### config.mk
export PLATFORM = sky130hd
export DESIGN_NAME = addr_unit
export DESIGN_NICKNAME = d
export VERILOG_FILES = /design/src/common/addr_unit_pkg.sv /design/src/rtl/cycle_divider.sv /design/src/rtl/addr_unit.sv
export SDC_FILE = /design/constraint.sdc
export NUM_CORES = 1
export LEC_CHECK = 0
export BUFFER_PORTS_ARGS = -buffer_cell sky130_fd_sc_hd__clkbuf_2
export CORE_MARGIN = 2
export CORE_UTILIZATION = 25
export DETAILED_ROUTE_END_ITERATION = 10
export PLACE_DENSITY = 0.38
export SLEW_MARGIN = 0
export SYNTH_ARGS = -nofsm -noshare
export SYNTH_HDL_FRONTEND = slang
export SYNTH_SLANG_ARGS = --single-unit
### constraint.sdc
create_clock -name ref_clk -period 0.9 [get_ports ref_clk]
set_input_delay 0.27 -clock ref_clk [delete_from_list [all_inputs] [get_ports ref_clk]]
set_output_delay 0.27 -clock ref_clk [all_outputs]
set_load 0.03 [all_outputs]
### src/common/addr_unit_pkg.sv
// Constants and types shared by the program/data addressing core.
// Assumes a single 10 MHz ref_clk domain; every other file depends on it.
package addr_unit_pkg;

    // Program store geometry
    localparam int unsigned ROM_WORDS    = 1024;
    localparam int unsigned FC_W         = 10;
    localparam int unsigned PAGE_W       = 6;
    localparam int unsigned PAGE_COUNT   = 16;
    localparam int unsigned STACK_LEVELS = 3;

    // Data store geometry
    localparam int unsigned RAM_BITS     = 256;
    localparam int unsigned ROW_W        = 2;
    localparam int unsigned DIGIT_SEL_W  = 4;
    localparam int unsigned PTR_W        = 6;
    localparam int unsigned NIBBLE_W     = 4;
    localparam int unsigned LATCH_W      = 8;
    localparam int unsigned RAM_DIGITS   = 64;

    // Divider ratios and reset values
    localparam logic [4:0]      DIV_SLOW     = 5'h10;
    localparam logic [4:0]      DIV_FAST     = 5'h08;
    localparam logic [FC_W-1:0] FC_RESET     = 10'h000;
    localparam logic [FC_W-1:0] FC_STEP      = 10'h001;
    localparam logic [FC_W-1:0] ISR_VECTOR   = 10'h0FF;

    // Operations requested for one instruction cycle
    typedef enum logic [3:0] {
        OP_NEXT       = 4'h0,
        OP_JUMP       = 4'h1,
        OP_PAGE_JUMP  = 4'h2,
        OP_CALL       = 4'h3,
        OP_RETURN     = 4'h4,
        OP_INDIRECT   = 4'h5,
        OP_LOAD_PTR   = 4'h6,
        OP_DIGIT_TO_A = 4'h7,
        OP_A_TO_DIGIT = 4'h8,
        OP_EXCH_A     = 4'h9,
        OP_DIGIT_TO_Q = 4'hA,
        OP_Q_TO_DIGIT = 4'hB,
        OP_PORT_TO_DIG= 4'hC,
        OP_ROM_TO_Q   = 4'hD,
        OP_INTERRUPT  = 4'hE
    } op_t;

endpackage

### src/rtl/cycle_divider.sv
// Instruction-cycle enable generator.
// Assumes osc_edge is already synchronised to ref_clk.
`timescale 1ns/1ns
`default_nettype none
module cycle_divider
(
    // Clock and reset
    input  wire logic ref_clk,
    input  wire logic rst_b,
    // Control
    input  wire logic osc_edge,
    input  wire logic div_by_8,
    // Result
    output logic      cycle_en
);

    typedef struct packed {
        logic [4:0] count;
        logic       en;
    } div_state_t;

    div_state_t s_q;
    div_state_t s_d;

    // Count oscillator edges, pulse once per selected ratio
    always_comb
    begin
        logic [4:0] ratio;
        ratio = div_by_8 ? addr_unit_pkg::DIV_FAST : addr_unit_pkg::DIV_SLOW;
        s_d = s_q;
        s_d.en = 1'b0;
        if (osc_edge)
        begin
            if (s_q.count >= ratio - 5'h01)
            begin
                s_d.count = 5'h00;
                s_d.en = 1'b1; // [RULE18]
            end
            else
            begin
                s_d.count = s_q.count + 5'h01;
            end
        end
    end

    // State register
    always_ff @(posedge ref_clk or negedge rst_b)
    begin
        if (!rst_b)
        begin
            s_q <= '0;
        end
        else
        begin
            s_q <= s_d;
        end
    end

    assign cycle_en = s_q.en;

endmodule
`default_nettype wire

### src/rtl/addr_unit.sv
// Program fetch counter, return stack and data RAM addressing core.
// Assumes an external decoder supplies one operation per instruction cycle
// and a program store outside reads rom_addr.
`timescale 1ns/1ns
`default_nettype none
// What this block does
// [RULE1] Addresses a read-only program store of 1,024 eight-bit words.
// [RULE2] Page-relative operations treat the store as 16 pages of 64 words.
// [RULE3] A 10-bit fetch counter selects exactly one program word.
// [RULE4] The fetch counter gets a new address every instruction cycle.
// [RULE5] Sequential count unless a transfer loads the target address.
// [RULE6] Three 10-bit return address registers give three nesting levels.
// [RULE7] Return registers act as LIFO: call pushes, return pops.
// [RULE8] Data RAM of 256 bits: 4 registers of 16 four-bit digits.
// [RULE9] Six-bit pointer; upper 2 bits pick the data register.
// [RULE10] Lower 4 pointer bits pick the digit in that register.
// [RULE11] Addressed digit loads to, from, or swaps with working nibble.
// [RULE12] Digit moves to or from output latch, and loads from I/O port.
// [RULE13] Direct load and exchange address RAM by 6-bit operand.
// [RULE14] Digit select field drives the four general output pins.
// [RULE15] All internal bits are positive logic.
// [RULE16] Output latch is 8 bits, fed by RAM, nibble or program constants.
// [RULE17] Pushing onto a full stack discards the bottom entry.
// [RULE18] Instruction cycle is the oscillator divided by 16 or 8.
// [RULE19] Return loads fetch counter from top and shifts others up.
module addr_unit
(
    // Clock and reset
    input  wire logic                                    ref_clk,
    input  wire logic                                    rst_b,
    // Oscillator and divider select
    input  wire logic                                    oscillator_input,
    input  wire logic                                    div_by_8,
    // Operation from the decoder
    input  wire addr_unit_pkg::op_t                      op,
    input  wire logic [addr_unit_pkg::FC_W-1:0]          target,
    input  wire logic [addr_unit_pkg::PTR_W-1:0]         operand,
    input  wire logic                                    use_operand,
    input  wire logic [addr_unit_pkg::LATCH_W-1:0]       rom_data,
    // Working nibble and I/O port from the datapath
    input  wire logic [addr_unit_pkg::NIBBLE_W-1:0]      nibble_in,
    input  wire logic [addr_unit_pkg::LATCH_W-1:0]       port_in,
    input  wire logic                                    port_high,
    // Program store side
    output logic [addr_unit_pkg::FC_W-1:0]               rom_addr,
    output logic                                         cycle_strobe,
    // Data side
    output logic [addr_unit_pkg::NIBBLE_W-1:0]           nibble_out,
    output logic                                         nibble_valid,
    output logic [addr_unit_pkg::LATCH_W-1:0]            latch_out,
    output logic [addr_unit_pkg::DIGIT_SEL_W-1:0]        gp_out,
    output logic [addr_unit_pkg::PTR_W-1:0]              ram_ptr
);

    ////////////////////////////////////////////////////////////////////////
    // Types and state

    typedef logic [addr_unit_pkg::FC_W-1:0] addr_t;

    typedef struct packed {
        logic [1:0]                               rst_sync;
        logic [1:0]                               osc_sync;
        logic                                     osc_prev;
        addr_t                                    fetch_counter;
        addr_t                                    stack_top;
        addr_t                                    stack_middle;
        addr_t                                    stack_bottom;
        logic [addr_unit_pkg::ROW_W-1:0]          register_row_select;
        logic [addr_unit_pkg::DIGIT_SEL_W-1:0]    digit_column_select;
        logic [addr_unit_pkg::NIBBLE_W-1:0]       nibble;
        logic                                     nibble_valid;
        logic [addr_unit_pkg::LATCH_W-1:0]        out_latch;
        logic [addr_unit_pkg::DIGIT_SEL_W-1:0]    gp;
        logic                                     strobe;
    } core_state_t;

    core_state_t s_q;
    core_state_t s_d;

    logic [addr_unit_pkg::NIBBLE_W-1:0] ram_q [addr_unit_pkg::RAM_DIGITS]; // [RULE8]
    logic                               ram_we;
    logic [addr_unit_pkg::PTR_W-1:0]    ram_idx;
    logic [addr_unit_pkg::NIBBLE_W-1:0] ram_wdata;
    logic [addr_unit_pkg::NIBBLE_W-1:0] digit;
    logic                               sys_rst_b;
    logic                               osc_edge;
    logic                               cycle_en;

    ////////////////////////////////////////////////////////////////////////
    // Reset release and oscillator synchroniser

    assign sys_rst_b = s_q.rst_sync[1];

    // Rising edge of the oscillator seen after two flops
    assign osc_edge = s_q.osc_sync[1] & ~s_q.osc_prev;

    cycle_divider u_div
    (
        .ref_clk  (ref_clk),
        .rst_b    (sys_rst_b),
        .osc_edge (osc_edge),
        .div_by_8 (div_by_8),
        .cycle_en (cycle_en)
    );

    ////////////////////////////////////////////////////////////////////////
    // RAM addressing

    // Direct forms use the operand, others the pointer
    assign ram_idx = use_operand ? operand                                   // [RULE13]
                   : {s_q.register_row_select, s_q.digit_column_select};     // [RULE9] [RULE10]
    assign digit   = ram_q[ram_idx];

    ////////////////////////////////////////////////////////////////////////
    // Next-state logic; synchronisers update every clock, operations once per instruction cycle

    always_comb
    begin
        addr_t seq;
        seq          = addr_t'(s_q.fetch_counter + addr_unit_pkg::FC_STEP); // [RULE5]
        s_d          = s_q;
        s_d.rst_sync = {s_q.rst_sync[0], 1'b1}; // Reset release pipeline, two flops
        s_d.osc_sync = {s_q.osc_sync[0], oscillator_input};
        s_d.osc_prev = s_q.osc_sync[1];
        s_d.strobe   = cycle_en;
        ram_we       = 1'b0;
        ram_wdata    = nibble_in;
        if (cycle_en) // [RULE18]
        begin
            s_d.fetch_counter = seq; // [RULE4]
            s_d.nibble_valid  = 1'b0;
            case (op)
                addr_unit_pkg::OP_JUMP, addr_unit_pkg::OP_INDIRECT:
                begin
                    s_d.fetch_counter = target; // [RULE5] [RULE3]
                end
                addr_unit_pkg::OP_PAGE_JUMP:
                begin
                    // Keep page bits, replace word-in-page bits
                    s_d.fetch_counter = {s_q.fetch_counter[addr_unit_pkg::FC_W-1:addr_unit_pkg::PAGE_W],
                                         target[addr_unit_pkg::PAGE_W-1:0]}; // [RULE2]
                end
                addr_unit_pkg::OP_CALL, addr_unit_pkg::OP_INTERRUPT:
                begin
                    s_d.stack_top     = seq;               // [RULE7]
                    s_d.stack_middle  = s_q.stack_top;     // [RULE6]
                    s_d.stack_bottom  = s_q.stack_middle;  // [RULE17]
                    s_d.fetch_counter = (op == addr_unit_pkg::OP_INTERRUPT)
                                        ? addr_unit_pkg::ISR_VECTOR : target;
                end
                addr_unit_pkg::OP_RETURN:
                begin
                    s_d.fetch_counter = s_q.stack_top;     // [RULE19] [RULE7]
                    s_d.stack_top     = s_q.stack_middle;
                    s_d.stack_middle  = s_q.stack_bottom;
                end
                addr_unit_pkg::OP_LOAD_PTR:
                begin
                    {s_d.register_row_select, s_d.digit_column_select} = operand; // [RULE9]
                end
                addr_unit_pkg::OP_DIGIT_TO_A:
                begin
                    s_d.nibble       = digit; // [RULE11]
                    s_d.nibble_valid = 1'b1;
                end
                addr_unit_pkg::OP_A_TO_DIGIT:
                begin
                    ram_we = 1'b1; // [RULE11]
                end
                addr_unit_pkg::OP_EXCH_A:
                begin
                    ram_we           = 1'b1; // [RULE11]
                    s_d.nibble       = digit;
                    s_d.nibble_valid = 1'b1;
                end
                addr_unit_pkg::OP_DIGIT_TO_Q:
                begin
                    // Digit fills the lower half, nibble the upper half
                    s_d.out_latch = {nibble_in, digit}; // [RULE12] [RULE16]
                end
                addr_unit_pkg::OP_Q_TO_DIGIT:
                begin
                    ram_we    = 1'b1; // [RULE12]
                    ram_wdata = s_q.out_latch[addr_unit_pkg::NIBBLE_W-1:0];
                    s_d.nibble = s_q.out_latch[addr_unit_pkg::LATCH_W-1:addr_unit_pkg::NIBBLE_W];
                    s_d.nibble_valid = 1'b1;
                end
                addr_unit_pkg::OP_PORT_TO_DIG:
                begin
                    ram_we    = 1'b1; // [RULE12]
                    ram_wdata = port_high ? port_in[addr_unit_pkg::LATCH_W-1:addr_unit_pkg::NIBBLE_W]
                                          : port_in[addr_unit_pkg::NIBBLE_W-1:0];
                end
                addr_unit_pkg::OP_ROM_TO_Q:
                begin
                    s_d.out_latch = rom_data; // [RULE16]
                end
                default:
                begin
                    s_d.fetch_counter = seq;
                end
            endcase
        end
        s_d.gp = s_d.digit_column_select; // [RULE14]
        // Hold the core at its reset values until the released copy rises
        if (!sys_rst_b)
        begin
            s_d          = s_q;
            s_d.rst_sync = {s_q.rst_sync[0], 1'b1};
            ram_we       = 1'b0;
        end
    end

    ////////////////////////////////////////////////////////////////////////
    // Registers

    // Whole state; the pin reset clears it, the released copy gates it above
    always_ff @(posedge ref_clk or negedge rst_b)
    begin
        if (!rst_b)
        begin
            s_q.rst_sync            <= 2'h0;
            s_q.osc_sync            <= 2'h0;
            s_q.osc_prev            <= 1'b0;
            s_q.fetch_counter       <= addr_unit_pkg::FC_RESET;
            s_q.stack_top           <= addr_unit_pkg::FC_RESET;
            s_q.stack_middle        <= addr_unit_pkg::FC_RESET;
            s_q.stack_bottom        <= addr_unit_pkg::FC_RESET;
            s_q.register_row_select <= 2'h0;
            s_q.digit_column_select <= 4'h0;
            s_q.nibble              <= 4'h0;
            s_q.nibble_valid        <= 1'b0;
            s_q.out_latch           <= 8'h00;
            s_q.gp                  <= 4'h0;
            s_q.strobe              <= 1'b0;
        end
        else
        begin
            s_q.rst_sync            <= s_d.rst_sync;
            s_q.osc_sync            <= s_d.osc_sync;
            s_q.osc_prev            <= s_d.osc_prev;
            s_q.fetch_counter       <= s_d.fetch_counter;
            s_q.stack_top           <= s_d.stack_top;
            s_q.stack_middle        <= s_d.stack_middle;
            s_q.stack_bottom        <= s_d.stack_bottom;
            s_q.register_row_select <= s_d.register_row_select;
            s_q.digit_column_select <= s_d.digit_column_select;
            s_q.nibble              <= s_d.nibble;
            s_q.nibble_valid        <= s_d.nibble_valid;
            s_q.out_latch           <= s_d.out_latch;
            s_q.gp                  <= s_d.gp;
            s_q.strobe              <= s_d.strobe;
        end
    end

    // Data RAM write port; contents are undefined after power-up
    always_ff @(posedge ref_clk)
    begin
        if (ram_we)
        begin
            ram_q[ram_idx] <= ram_wdata; // [RULE15]
        end
    end

    ////////////////////////////////////////////////////////////////////////
    // Outputs, all from flops

    assign rom_addr     = s_q.fetch_counter; // [RULE1]
    assign cycle_strobe = s_q.strobe;
    assign nibble_out   = s_q.nibble;
    assign nibble_valid = s_q.nibble_valid;
    assign latch_out    = s_q.out_latch;
    assign gp_out       = s_q.gp;
    assign ram_ptr      = {s_q.register_row_select, s_q.digit_column_select};

endmodule
`default_nettype wire

Yosys cells after proc, flatten, opt, wreduce, memory -nomap -nowiden
Memory sizes are Yosys's and may differ from the RTL's.
Index checks and enable logic that the tools add are counted.
- register bits after elaboration: 71
- RAM bits: 256
- bits of input ports: 46
- logic and storage cells: 73
- memories kept: 1
- output and inout bits: 34
- bitwise gates (word level): 3
- eq/ne operators: 14
- add/sub/neg operators: 3
- magnitude comparators: 1
- reduce and logical (&&, ||, !) cells: 14
- mux-type cells: 21
- memories (memory ; words ; bits a word ; rd ports ; clocked after Yosys merged registers in ; wr ports ; line ; RTL):
    ram_q ; 64 ; 4 ; 1 ; 0 ; 1 ; addr_unit.sv:80 ; logic [addr_unit_pkg::NIBBLE_W-1:0] ram_q [addr_unit_pkg::RAM_DIGITS];
- operators with widths (kind ; count):
    59-bit 2-to-1 mux ; 1
    10-bit one-hot mux with 4 select lines ; 1
    20-bit one-hot mux with 2 select lines ; 1
    4-bit equality test (second input constant) ; 7
    10-bit 2-to-1 mux ; 2
    3-bit AND reduction ; 6
    4-bit by 3-bit equality test with 1-bit output (second input constant) ; 4
    8-bit one-hot mux with 2 select lines ; 1
    6-bit 2-to-1 mux ; 2
    10-bit by 1-bit adder with 10-bit output (second input constant) ; 1
    5-bit 2-to-1 mux ; 2
    5-bit one-hot mux with 2 select lines ; 1
    4-bit by 2-bit equality test with 1-bit output (second input constant) ; 2
    4-bit 2-to-1 mux ; 2
    4-bit one-hot mux with 2 select lines ; 1
    1-bit 2-to-1 mux ; 7
    2-bit nonzero test ; 3
    2-bit OR reduction ; 3
    5-bit by 1-bit adder with 5-bit output (second input constant) ; 1
    5-bit >= comparator ; 1
    5-bit by 1-bit subtractor with 5-bit output (second input constant) ; 1
    4-bit by 1-bit equality test with 1-bit output (second input constant) ; 1
    4-bit OR reduction ; 1
    1-bit inverter ; 2
    other kinds (2) ; 2

Depth between registers and ports, before layout
- depth after elaboration: 7
- depth in mapped cells: 12

Cells and area by module
From an unflattened synthesis, not the netlist that was laid out.
- cells, all modules: 1137
- area, all modules: 14396.3 sq um
- by module, submodules not included (module ; times used ; area each (sq um) ; cells an instance):
    addr_unit ; 1 ; 14048.5 ; 1104
    cycle_divider ; 1 ; 347.8 ; 33

Least setup slack after synthesis
OpenSTA, ideal clock, no wires.
- path type: input-to-reg
- start point: input op[0]
- end point: memory ram_q[0][0] (netlist name), data pin
- data required time: 0.534 ns
- path buffers: 1
- stages: 6
- path slack: -1.533 ns
- arrival time: 2.067 ns
- cells stage by stage: clkbuf_1 > nor2_1 > nand3_1 > inv_1 > o21ai_0 > a22o_1
- word-level cells in the longest chain between the ends: 3
- ends and longest elaborated chain (element ; line ; RTL):
    from (decl) ; addr_unit.sv:35 ; input wire addr_unit_pkg::op_t op,
    4-bit equality test ; addr_unit.sv:132 ; case (op)
    4-bit one-hot mux with 2 select lines (*) ; addr_unit.sv:132 ;
    4-bit 2-to-1 mux (*) ; addr_unit.sv:128 ; if (cycle_en)
    named net ram_wdata (one bit) ; addr_unit.sv:83 ; logic [addr_unit_pkg::NIBBLE_W-1:0] ram_wdata;
    to (decl) ; addr_unit.sv:80 ;
Mark *: on every way through the listed nets, which the timed path passes. The rest lies on a longest branch.

==> impl_metrics.yaml <==
timing:
  hold_viol: 0
  slew_violations: 0
  clock-skew-final_ps: 24.7
  worst_slew_pin_slew_ps: 561
  worst_slack_ps: -1530
  timing.hold.ws_ps: 95.0
  fin_crit_sh_pct: 270
  rsz0062_at_grt: "yes"
  maxSlewHeadroom_pct: 62.6
  finalSetupViolations: 615
  min_period_ps: 2430
  max_freq_mhz: 411
cts:
  cts.sinks: 327
  clockBufferDepth: 3
  cts_tree: "built"
  clkLatencyLatePin_ps: 570
  clk_pin_slew_ps: 60
  cts_root_buffer: "clkbuf_16"
  cts_inserted_buffers: 39
  cts_max_level: 2
power:
  p_leak_nw: 7.82
  power.density_nw_per_um2: 2180
  peakVddDrop_mv: 1.73
place:
  placed_cells_incl_taps: 2124
  dp.final_hpwl_mm: 32.0
  portBuffers: 79
  gp_congestion: 0.789
synth:
  synth_cell_types: 61
  ys_seq_area_share_pct: 65.4
  avgSynthCellArea_sq_um: 12.6
  synthTopCellsByCount: "edfxtp_1, nand2_1, nor2_1"
  synth_area_leaders: "edfxtp_1, dfrtp_1, nand2_1"
  synth_largest_area_cell: "edfxtp_1"
  netlist_area_sq_um: 14500
  synth_flop_cell: "edfxtp_1"
  synth_cells: 1151
  synth_warnings: 0
  async_flop_share_pct: 21.7
  synth_edf_count: 256
  synth_fp_nets: 1200
  synth_most_common_cell: "edfxtp_1"
  synth_seq_cells: 327
  synth_top_area_share_pct: 53.1
finish:
  area_growth_pct: 48.1
  final_cell_count_no_fill: 2265
  finalNetCount: 1518
  drive_above_1_share_pct: 44.7
  diodes: 0
global_route:
  overflow: 0
  grt_first_pass_wirelength_mm: 71.1
  grt_pass1_vias: 10900
  grt_max_degree: 39
  track_usage_pct: 15.9
  antenna_found_initial: 0
detailed_routing:
  wirelength_mm: 47.6
  wl_per_cell_um: 21.0
  drt_iter0_drc: 601
  avgViaCountPerCell: 4.68
  num_vias: 10600
  drt_pass1_iterations: 5
  drc: 0
  detail-route-antenna-nets: 0
outcome:
  violations: "setup timing"
  outcome: "finished with violations"
setup_path:
  cp_max_fo: 7
  cp_common_cell: "buf_6"
  worstPathRequired_ps: 1370
  critPathLaunchType: "flop"
  r2r_end: "nibble_out[1]"
  crit-reg2reg-launch: "gp_out[0]"
  end_kind: "flop"
  slowest_stage: "or4_4"
  crit_chain: "buf_6, mux2i_4, buf_12, buf_6, nand2_2, and3_4, a311oi_2, nor3_2, or4_4, o31ai_1"
  path_delay_family: "simple AND/OR/NAND/NOR gates"
  reg2regPathDepth: 10
  critPathBufInv: 3
  crit_arrival_ps: 2900
  cp.depth: 10
  criticalPathCategory: "flop to flop"
  max_stage_delay_ps: 560
  r2r_slack_ps: -1530
floorplan:
  io_pins: 80
  die_y_um: 245
  die_w_um: 245
  core_area_sq_um: 57500
  num_rows: 88
  start_util_pct: 25.2
  dieArea_sq_um: 59800
worst_hold_path:
  hp-start: "operand[4]"
  min_to: "ram_ptr[4]"
  holdPathStages: 4
  hp-class: "input pin to flop"
job:
  maxCapViolations: 0
[worst min-delay path: cells and delay by family]
kind | cells | cell delay [ps]
buf+inv | 3 | 280
compound gates | 1 | 50
[cells in the final DEF, fill, tap and decap left out, types with 9 or more instances in the layout]
cell type      synthesis  routed
clkbuf_16              0      42
clkbuf_2               0      50
o21ai_1                1      35
o221ai_1              25      24
clkbuf_1              32      13
nand3_1               24      16
nand2_2                1       9
buf_6                  8      70
mux2_2                46      30
nand2_1              163     144
o22ai_1               31      26
a21oi_1               29      25
edfxtp_1             256     256
inv_1                 19      18
nor2_1               103      26
a22oi_1               18      16
and3_1                20      12
buf_8                  2      26
a311oi_2               0      12
a31oi_1               23      17
mux2_4                 1      19
buf_12                 2      39
dfrtp_1               71      66
mux2i_1               36      32
o21ai_0               62      24
dlygate4sd3_1          0      12
nor2_4                 0      71
buf_4                 39     162
[area by class of cell]
cell class / count / area [sq um]
Clock inverter: 20 / 219
Multi-Input combinational cell: 705 / 5800
Tap cell: 765 / 957
Clock buffer: 52 / 1020
Sequential cell: 327 / 9470
Inverter: 19 / 71.3
Fill cell: 5532 / 36000
Timing Repair Buffer: 377 / 3900
[logic make-up after synthesis]
kind of cell	synth area share (%)
AO/OA/AOI/OAI	11.9
XOR/XNOR	0.545
adder cells (fa/ha/maj)	0.259
buffers and inverters	5.08
flip-flops	65.4
multiplexers	6.58
other	0.0259
AND/OR/NAND/NOR	10.2
[stage by stage]
stage	cell area, sq um	setup slack [ps]	TNS (ps)	utilization (%)	power [W]
final	21400	-1530	-490830	37.3	0.0466
after global routing	21400	-1620	-517900	37.3	0.0488
after CTS	21100	-1510	-495710	36.7	0.0461
after detailed placement	17900	-1850	-732080	31.2	0.0276
after global placement	17900	-1780	-726030	31.2	0.0276
after floorplan	15300	-1260	-479290	-	0.0238
[what timing repair did]
item,in CTS,in global routing
hold buffers,12,0
pin swaps,81,47
gates resized for setup,261,105
cloned,9,1
hold endpoints to repair,74,0
buffers inserted,50,25
setup endpoints to repair,615,615
[power by group]
part	internal (W)	total [W]	leakage (nW)	switching, W
Sequential	0.0171	0.0177	3.22	0.000579
Combinational	0.00675	0.0134	4.01	0.00664
Clock	0.00897	0.0156	0.591	0.00659
[metal layers]
layer	part of all wire, %	vias up	track usage [%]	wire length [um]
li1	-	4969	-	-
met2	45	217	24.7	21500
met4	1.8	0	3.78	852
met3	4.0	57	2.71	1890
met1	49	5359	22.9	23300
met5	0	-	0	0
[state kept, by name, summed over array words and instances (netlist names)]
signal          flops
u_div.cycle_en      1
ram_q             256
u_div.s_q           5
s_q                35
latch_out           8
rom_addr           10
cycle_strobe        1
nibble_out          4
ram_ptr             2
gp_out              4
nibble_valid        1
[worst max path at each step]
stage,startpoint,end
2_1_floorplan,gp_out[0],ram_q[4][0]
3_3_place_gp,use_operand,nibble_out[3]
3_5_place_dp,use_operand,latch_out[1]
4_1_cts,gp_out[0],latch_out[3]
5_1_grt,gp_out[0],nibble_out[2]
6_report,gp_out[0],nibble_out[1]
Power figures use the tool's default switching activity.
